**src/design/lvm_params.svh**
```systemverilog
// Constants for the LED voltage converter monitor block.
// Functional notes
// - The 4-bit converted LED voltage sits in bits [3:0] of the monitor register.
// - Each result is the higher of the two LED output voltages measured to ground.
// - Bit 4 enables manual conversion mode when one and disables it when zero, its default.
// - Automatic conversions keep running while manual mode is enabled.
// - A flash pulse start launches one automatic conversion unless one is already pending or running.
// - Bit 5 shuts the converter down so nothing converts; zero, the default, enables it.
// - Bit 6 is a read-only end-of-conversion flag, zero by default and while converting, except after a start launched in the cycle a conversion completes.
// - A read of the monitor register clears the end-of-conversion flag unless a conversion completes in the same cycle.
`ifndef LVM_PARAMS_SVH
`define LVM_PARAMS_SVH

`define LVM_DATA_W 8
`define LVM_RESULT_W 4
`define LVM_RESULT_MSB 3
`define LVM_RESULT_LSB 0
`define LVM_MANUAL_BIT 4
`define LVM_SHDN_BIT 5
`define LVM_EOC_BIT 6
`define LVM_RESULT_RESET 4'h0
`define LVM_REG_RESET 8'h00
`define LVM_CLK_PERIOD_PS 5000
`define LVM_CONV_TIME_PS 2000000
// Least time, so the cycle count rounds up.
`define LVM_CONV_CYCLES ((`LVM_CONV_TIME_PS + `LVM_CLK_PERIOD_PS - 1) / `LVM_CLK_PERIOD_PS)
`define LVM_CNT_W 16

`endif

```
**src/design/lvm_pkg.sv**
```systemverilog
// Types shared by the LED voltage converter monitor block.
package lvm_pkg;
  typedef enum logic [0:0] {
    LVM_IDLE,
    LVM_CONV
  } lvm_state_e;
endpackage

```
**src/design/lvm_conv_if.sv**
```systemverilog
// Signals between the register side and the conversion sequencer.
`timescale 1ns/1ps
`include "lvm_params.svh"
interface lvm_conv_if;
  logic start;
  logic abort;
  logic busy;
  logic done;
  logic [`LVM_RESULT_W-1:0] result;
  modport ctrl (output start, output abort, input busy, input done, input result);
  modport conv (input start, input abort, output busy, output done, output result);
endinterface

```
**src/design/lvm_converter.sv**
```systemverilog
// Conversion sequencer: samples the two LED voltages and keeps the higher.
`timescale 1ns/1ps
`include "lvm_params.svh"
module lvm_converter #(
  parameter int CONV_CYCLES = `LVM_CONV_CYCLES
) (
  input wire logic clk_in,
  input wire logic rst_n_in,
  input wire logic [`LVM_RESULT_W-1:0] led_one_voltage_in,
  input wire logic [`LVM_RESULT_W-1:0] led_two_voltage_in,
  lvm_conv_if.conv cv
);
  typedef struct packed {
    lvm_pkg::lvm_state_e state;
    logic [`LVM_CNT_W-1:0] cnt;
    logic [`LVM_RESULT_W-1:0] result;
    logic done;
  } lvm_conv_s;

  localparam logic [`LVM_CNT_W-1:0] LAST = `LVM_CNT_W'(CONV_CYCLES - 1);

  lvm_conv_s st_reg;
  lvm_conv_s st_next;

  ////////////////////////////////////////////////////////////////////////////
  // A conversion not aborted holds for its full time, then latches the larger input.
  always_comb begin
    st_next = st_reg;
    st_next.done = 1'b0;
    unique case (st_reg.state)
      lvm_pkg::LVM_IDLE: begin
        if (cv.start) begin
          st_next.state = lvm_pkg::LVM_CONV;
          st_next.cnt = '0;
        end
      end
      lvm_pkg::LVM_CONV: begin
        if (cv.abort) begin
          st_next.state = lvm_pkg::LVM_IDLE;
        end else if (st_reg.cnt == LAST) begin
          st_next.state = lvm_pkg::LVM_IDLE;
          st_next.done = 1'b1;
          // Sampling at the end means the higher voltage at that moment wins.
          if (led_one_voltage_in >= led_two_voltage_in) begin
            st_next.result = led_one_voltage_in;
          end else begin
            st_next.result = led_two_voltage_in;
          end
        end else begin
          st_next.cnt = st_reg.cnt + `LVM_CNT_W'(1);
        end
      end
    endcase
  end

  // State register.
  always_ff @(posedge clk_in or negedge rst_n_in) begin
    if (!rst_n_in) begin
      st_reg.state <= lvm_pkg::LVM_IDLE;
      st_reg.cnt <= '0;
      st_reg.result <= `LVM_RESULT_RESET;
      st_reg.done <= 1'b0;
    end else begin
      st_reg <= st_next;
    end
  end

  assign cv.busy = (st_reg.state == lvm_pkg::LVM_CONV);
  assign cv.done = st_reg.done;
  assign cv.result = st_reg.result;
endmodule // lvm_converter

```
**src/design/lvm_top.sv**
```systemverilog
// LED voltage monitor register and converter control.
`timescale 1ns/1ps
`include "lvm_params.svh"
module lvm_top #(
  parameter int CONV_CYCLES = `LVM_CONV_CYCLES
) (
  input wire logic clk_in,
  input wire logic rstn_in,
  input wire logic reg_wr_in,
  input wire logic reg_rd_in,
  input wire logic [`LVM_DATA_W-1:0] reg_wdata_in,
  input wire logic flash_start_in,
  input wire logic [`LVM_RESULT_W-1:0] led_one_voltage_in,
  input wire logic [`LVM_RESULT_W-1:0] led_two_voltage_in,
  output logic [`LVM_DATA_W-1:0] reg_rdata_out,
  output logic conv_busy_out
);
  typedef struct packed {
    logic manual;
    logic shdn;
    logic eoc;
    logic [`LVM_DATA_W-1:0] rdata;
    logic busy;
    logic start;
    logic abort;
  } lvm_top_s;

  logic [1:0] rst_sync_reg;
  logic rst_n;
  lvm_top_s st_reg;
  lvm_top_s st_next;
  lvm_conv_if cv ();

  ////////////////////////////////////////////////////////////////////////////
  // Reset is released through two flops so the register and converter flops leave reset together.
  always_ff @(posedge clk_in or negedge rstn_in) begin
    if (!rstn_in) begin
      rst_sync_reg <= 2'h0;
    end else begin
      rst_sync_reg <= {rst_sync_reg[0], 1'b1};
    end
  end
  assign rst_n = rst_sync_reg[1];

  ////////////////////////////////////////////////////////////////////////////
  // Register behaviour and conversion requests.
  always_comb begin
    logic shdn_now;
    logic req;
    shdn_now = st_reg.shdn;
    req = 1'b0;
    st_next = st_reg;
    st_next.start = 1'b0;
    st_next.abort = 1'b0;
    st_next.busy = cv.busy;
    // Bit 7 and the read-only fields are simply not stored.
    if (reg_wr_in) begin
      st_next.manual = reg_wdata_in[`LVM_MANUAL_BIT];
      st_next.shdn = reg_wdata_in[`LVM_SHDN_BIT];
      shdn_now = reg_wdata_in[`LVM_SHDN_BIT];
      // A write with manual mode set asks for one manual conversion.
      req = reg_wdata_in[`LVM_MANUAL_BIT];
    end
    // Flash starts convert whether or not manual mode is on.
    if (flash_start_in) begin
      req = 1'b1;
    end
    // Requests while busy merge into the running conversion.
    if (req && !shdn_now && !cv.busy && !st_reg.start) begin
      st_next.start = 1'b1;
      st_next.eoc = 1'b0;
    end
    // Shutdown stops a conversion in flight so no stale result lands.
    st_next.abort = shdn_now;
    // Read returns the register and clears the flag.
    if (reg_rd_in) begin
      st_next.rdata = '0;
      st_next.rdata[`LVM_RESULT_MSB:`LVM_RESULT_LSB] = cv.result;
      st_next.rdata[`LVM_MANUAL_BIT] = st_reg.manual;
      st_next.rdata[`LVM_SHDN_BIT] = st_reg.shdn;
      st_next.rdata[`LVM_EOC_BIT] = st_reg.eoc;
      st_next.eoc = 1'b0;
    end
    // Completion wins over a clearing read in the same cycle.
    if (cv.done) begin
      st_next.eoc = 1'b1;
    end
  end

  // State register.
  always_ff @(posedge clk_in or negedge rst_n) begin
    if (!rst_n) begin
      st_reg.manual <= 1'b0;
      st_reg.shdn <= 1'b0;
      st_reg.eoc <= 1'b0;
      st_reg.rdata <= `LVM_REG_RESET;
      st_reg.busy <= 1'b0;
      st_reg.start <= 1'b0;
      st_reg.abort <= 1'b0;
    end else begin
      st_reg <= st_next;
    end
  end

  assign cv.start = st_reg.start;
  assign cv.abort = st_reg.abort;
  assign reg_rdata_out = st_reg.rdata;
  assign conv_busy_out = st_reg.busy;

  ////////////////////////////////////////////////////////////////////////////
  // Conversion sequencer.
  lvm_converter #(
    .CONV_CYCLES(CONV_CYCLES)
  ) u_conv (
    .clk_in(clk_in),
    .rst_n_in(rst_n),
    .led_one_voltage_in(led_one_voltage_in),
    .led_two_voltage_in(led_two_voltage_in),
    .cv(cv)
  );
endmodule // lvm_top

```
**config.mk**
```make
export PLATFORM = sky130hd
export DESIGN_NAME = lvm_top
export DESIGN_NICKNAME = d
export VERILOG_FILES = /design/src/design/lvm_pkg.sv /design/src/design/lvm_conv_if.sv /design/src/design/lvm_converter.sv /design/src/design/lvm_top.sv
export VERILOG_INCLUDE_DIRS = /design/src /design/src/design
export SDC_FILE = /design/constraint.sdc
export NUM_CORES = 1
export LEC_CHECK = 0
export CAP_MARGIN = 15
export CELL_PAD_IN_SITES_DETAIL_PLACEMENT = 0
export CELL_PAD_IN_SITES_GLOBAL_PLACEMENT = 2
export CORE_MARGIN = 5
export CORE_UTILIZATION = 36
export DETAILED_ROUTE_END_ITERATION = 8
export DONT_BUFFER_PORTS = 1
export PLACE_DENSITY = 0.77
export SETUP_SLACK_MARGIN = 0.4
export SLEW_MARGIN = 0
export SYNTH_ARGS = -nofsm -noshare
export SYNTH_HDL_FRONTEND = slang
export SYNTH_SLANG_ARGS = --single-unit
```
**constraint.sdc**
```tcl
create_clock -name clk_in -period 1.09 [get_ports clk_in]
set_input_delay 0.0545 -clock clk_in [delete_from_list [all_inputs] [get_ports clk_in]]
set_output_delay 0.0545 -clock clk_in [all_outputs]
set_load 0.01 [all_outputs]
```
**Yosys cells after proc, flatten, opt, wreduce, memory -nomap -nowiden**

Cells that the tools add are included.

- Equality and inequality tests: 4
- Reduce and logical (&&, ||, !) cells: 9
- Magnitude comparators: 1
- Bitwise operators: 2
- $add $sub $neg: 1
- Mux-type cells: 16

Operator list:

| operator | count |
|---|---|
| 17-bit one-hot mux with 2 select lines | 1 |
| 21-bit 2-to-1 mux | 1 |
| 17-bit 2-to-1 mux | 1 |
| 16-bit by 1-bit adder with 16-bit output (second input constant) | 1 |
| 16-bit by 9-bit equality test with 1-bit output (second input constant) | 1 |
| 16-bit 2-to-1 mux | 1 |
| 1-bit 2-to-1 mux | 9 |
| 9-bit 2-to-1 mux | 1 |
| 2-bit inequality test (second input constant) | 3 |
| 3-bit AND reduction | 2 |
| 5-bit 2-to-1 mux | 1 |
| 4-bit >= comparator | 1 |
| 4-bit 2-to-1 mux | 1 |
| 1-bit logical AND | 3 |
| 1-bit zero test | 3 |
| 3-bit nonzero test | 1 |
| 1-bit NOT | 2 |

- Word-level logic and storage cells: 45
- Bits of input ports: 21
- Register bits: 37
- Output and inout bits: 9

**Depth between registers and ports, before layout**

- Word-level depth: 8
- Mapped depth: 6
- Gate-level depth less buffers: 6

**By module**

Synthesis repeated with hierarchy kept, for this count alone.

- Cells, all modules: 177
- Area total of the unflattened synthesis: 1888.1 µm²

By module, submodules not included:

| module | times used | area an instance (µm²) | seq. area each (µm²) | cells an instance |
|---|---|---|---|---|
| lvm_converter | 1 | 1290.0 | 550.5 | 134 |
| lvm_top | 1 | 598.1 | 375.4 | 43 |

**Least setup slack after synthesis**

Ideal clock, no wire load.

- Kind: reg2reg
- From: register u_conv.st_reg[5] (netlist name)
- To: register, netlist name u_conv.cv.result[0]
- Library setup time: 0.127 ns
- Data required time: 0.963 ns
- Arrival time: 1.366 ns
- Buffers on the path: 1
- Cell stages (with the launch flop): 7
- Setup slack: -0.404 ns
- Period minus slack after synthesis: 1.494 ns
- Cells stage by stage: dfrtp_1 -> ha_1 -> and3_1 -> and4_4 -> and2_4 -> buf_6 -> a31oi_1

- Word-level cells in the longest chain between the ends: 2

Ends and longest elaborated chain:

| what | line | source |
|---|---|---|
| start, declared | lvm_converter.sv:22 | `lvm_conv_s st_reg;` |
| start signal, assigned | lvm_converter.sv:64 | `st_reg <= st_next;` |
| 16-bit by 9-bit equality test with 1-bit output | lvm_converter.sv:40 | `end else if (st_reg.cnt == LAST) begin` |
| 3-bit AND reduction (no line) | -- |  |

No other way between the ends.
A chain may end at the register's enable or synchronous reset.

**Final worst setup path**

- From: register u_conv.st_reg[14] (netlist name)
- To: register u_conv.st_reg[19] (netlist name)

- Word-level cells in the longest chain between the ends: 4
- Elaborated cells on any way between the ends: 7
- Classes of those cells: add/sub: 1; eq/ne: 2; mux: 3; reduce/logical: 1

Ends and longest elaborated chain:

| what | line | source |
|---|---|---|
| 16-bit by 1-bit adder with 16-bit output | lvm_converter.sv:50 | `` st_next.cnt = st_reg.cnt + `LVM_CNT_W'(1); `` |
| 16-bit 2-to-1 mux | lvm_converter.sv:40 |  |
| 21-bit 2-to-1 mux | lvm_converter.sv:38 | `if (cv.abort) begin` |
| 17-bit one-hot mux with 2 select lines | lvm_converter.sv:30 | `unique case (st_reg.state)` |

Parallel ways exist; a longest one is shown, timed or not. The select of a mux whose other input is x is not followed.

==> impl_results.md <==
- Area of the mapped netlist: 0.00194 mm2
- Fin Setup TNS: -9670 ps
- Area of combinational cells with multiple inputs: 0.00105 mm2
- Post-route ant nets: 0
- Top cell type by total area after synthesis: dfrtp_1
- Switching power: 1.08 mW
- FP Rows: 26
- Wire length of the first global-routing pass: 7.82 mm
- Overall die area: 0.00696 mm2
- Detailed Route Iter0 Violations: 46
- Hold bufs inserted after CTS: 11
- Critical Path Fanout Max: 6
- Switching portion of total power: 30.8%
- Max-slew violation total from the final report: 0
- Required time reported for the critical path endpoint: 1330 ps
- Type of the most critical hold path: input port to flip-flop
- Post-synthesis average cell area: 10.7 um2
- Clock transition time at the flip-flop clock pins of the worst setup and hold paths: 80 ps
- Chip height: 83.4 um
- Core footprint: 0.00517 mm2
- Worst Path Arrival: 1820 ps
- Power share of the combinational group: 27.5%
- Largest register FFs: 16
- Leakage component of the power: 1.21 nW
- Global-route total usage across every layer: 13.6%
- Final setup violation count: 22
- Signed area change from the synthesized netlist to the final layout: 39.9%
- Clock Power Share: 28.5%
- Count leader, synth: dfrtp_1
- Antenna Cells: 0
- Final wirelength: 4.73 mm
- Top FF cell, synth: dfrtp_1
- Clk buf depth: 2
- Number of distinct library cell variants in the gate-level netlist after synthesis: 46
- Ratio of final minimum period to clock period: 146%
- CP endpoint kind: flip-flop
- Last weighted congestion value of the routability-driven placer: 0.885
- Via count of the routed design: 1572
- Worst setup slack after placement: -522 ps
- Final hold slack: -84.5 ps
- Length of the first detailed-routing pass in iterations: 4
- H-tree Lvls: 2
- Clock tree from TritonCTS: built
- Fillers: 454
- Path type of the worst setup path: flip-flop to flip-flop
- Synthesized net count: 208
- Syn. warnings: 0
- Total overflow reported by the global router: 0
- Clock skew: 7.79 ps
- Top cells by area, synth: dfrtp_1 (48%), mux2_2 (5.2%), a31oi_1 (3.2%), ha_1 (3.2%), a21oi_1 (3.1%)
- Proportion of layout cells with a drive suffix above 1: 40.7%
- Proportion of synthesized chip area in sequential cells: 47.7%
- Cell-internal power: 2.42 mW
- Post-route DRC: 0
- Initial antenna violation count: 0
- Area share of the largest cell type after synthesis: 47.7%
- Final core utilization: 52.5%
- Initial Utilization: 37.5%
- Fraction of synthesis flops using an asynchronous set or reset pin: 100%
- Power per unit of standard cell area: 1290 mW/mm2
- Number of global-route vias before repair: 1635
- Min Clock Period, post-route: 1590 ps
- Relative contribution of sequential cells to total power: 43.9%
- Category of the worst setup path launch point: flip-flop
- Max rail drop VDD: 0.00105 V
- Root buf cell: clkbuf_8
- Sinks on Clock Net: 37
- Fin. Hold Viols: 12
- Routed via count divided by cell count: 5.14
- Top achievable clock speed: 630 MHz
- Number of enable-type register cells in the synthesized netlist: 0
- Post-synth top cells: dfrtp_1 (37), a21oi_1 (12), nand2_1 (11)
- FF+latch count, synth: 37
- Number of port buffers: 0
- Post-DR wirelength/cell: 15.5 um
- Half-perimeter wire length after placement: 3.31 mm
- Clock latency of the later-clocked register in the worst-skew pair: 300 ps
- Final worst-path setup slack: -497 ps
- Failing checks: negative hold slack, negative setup slack
- Combined flip-flop and latch cell area: 932 um2
- Run status: complete, but fails checks
- Largest net degree at the start of global routing: 36
- TritonCTS buffer count: 5
- Floorplan die width: 83.4 um
- Setup repair after global routing missed its margin: true
- Post-Syn Instances: 182
- Net total in the final layout: 261
- Count of maximum capacitance violations: 0
- Boundary pin count: 30
metal layers:
metal	part of all wire [%]	global-route usage, %	up-vias	wire length, um
li1	-	-	768	-
met1	44	17.0	772	2100
met2	50	22.4	23	2380
met3	3.3	3.56	9	157
met4	1.9	4.82	0	91
met5	0	0	-	0
metrics by stage:
stage | instances | instance area (um2) | power [mW] | hold WS [ps]
2_1_floorplan | 182 | 2000 | 2.01 | -241
3_3_place_gp | 275 | 2270 | 2.30 | -241
3_5_place_dp | 275 | 2270 | 2.31 | -241
4_1_cts | 302 | 2640 | 3.47 | -90.8
5_1_grt | 306 | 2720 | 3.69 | -103
6_report | 306 | 2720 | 3.50 | -84.5
power by group through the flow:
stage | clock (mW) | combinational, mW | sequential, mW
global placement | 0 | 0.719 | 1.58
detailed placement | 0 | 0.722 | 1.59
floorplan | 0 | 0.414 | 1.60
CTS | 1.03 | 0.881 | 1.56
global route | 1.10 | 1.04 | 1.55
finish | 0.998 | 0.963 | 1.54
placed cells by master, fill, tap and decap left out, drive strengths merged, types with 2 or more instances in the layout:
| master | netlist | routed |
|---|---|---|
| a21oi | 12 | 12 |
| clkbuf | 1 | 5 |
| mux2 | 9 | 9 |
| dlygate4sd3 | 0 | 10 |
| nand2b | 5 | 5 |
| and2 | 2 | 2 |
| inv | 6 | 7 |
| nand2 | 12 | 12 |
| o21ai | 11 | 11 |
| mux2i | 3 | 3 |
| or2 | 2 | 2 |
| nor3 | 5 | 5 |
| dfrtp | 37 | 37 |
| nor4 | 4 | 4 |
| ha | 5 | 5 |
| a31oi | 10 | 10 |
| buf | 13 | 49 |
| conb | 2 | 2 |
| nor2 | 8 | 8 |
| nor2b | 3 | 3 |
| nand3 | 8 | 8 |
| a41oi | 2 | 3 |
| nand4 | 6 | 6 |
| a21o | 3 | 3 |
repair_timing:
action,in CTS,in global routing
gates resized for setup,19,6
setup endpoints to repair,42,78
hold endpoints to repair,16,12
pin swaps,17,8
buffers inserted,7,5
cloned,1,0
layout make-up:
cell class,instances,area share (%)
Clock buffer,5,2.53
Clock inverter,3,0.922
Inverter,6,0.829
Multi-Input combinational cell,126,38.6
Sequential cell,37,34.3
Tap cell,70,3.23
Timing Repair Buffer,59,19.5
worst paths after layout:
check | from | to | slack [ps] | cells after the start
max | u_conv.st_reg[14]$_DFFE_PN0P_ | u_conv.st_reg[19]$_DFFE_PN0P_ | -500 | 6
min | reg_rd_in | reg_rdata_out[4]$_DFFE_PN0P_ | -80 | 1
max reg2reg | u_conv.st_reg[14]$_DFFE_PN0P_ | u_conv.st_reg[19]$_DFFE_PN0P_ | -500 | 6
min reg2reg | rst_sync_reg[1]$_DFF_PN0_ | u_conv.st_reg[6]$_DFFE_PN0P_ | 270 | 1
max in group asynchronous | rst_sync_reg[1]$_DFF_PN0_ | u_conv.st_reg[10]$_DFFE_PN0P_ | 670 | 1
min in group asynchronous | rstn_in | rst_sync_reg[1]$_DFF_PN0_ | -10 | 1
critical path, cell delays in order, from the launching register on:
cell     delay, ps
dfrtp_1        420
nor4_4         360
buf_4          180
a41oi_4        170
buf_4          190
a31o_1         160
nand2_1         60
cell families after synthesis:
logic type | Yosys count | synth area share, %
simple gates | 59 | 19.4
compound gates | 46 | 15.7
flops | 37 | 47.7
buf+inv | 20 | 6.38
mux | 12 | 6.77
fa+ha+maj | 5 | 3.22
other cells | 2 | 0.387
xor+xnor | 1 | 0.451
Power figures use the tool's default switching activity.
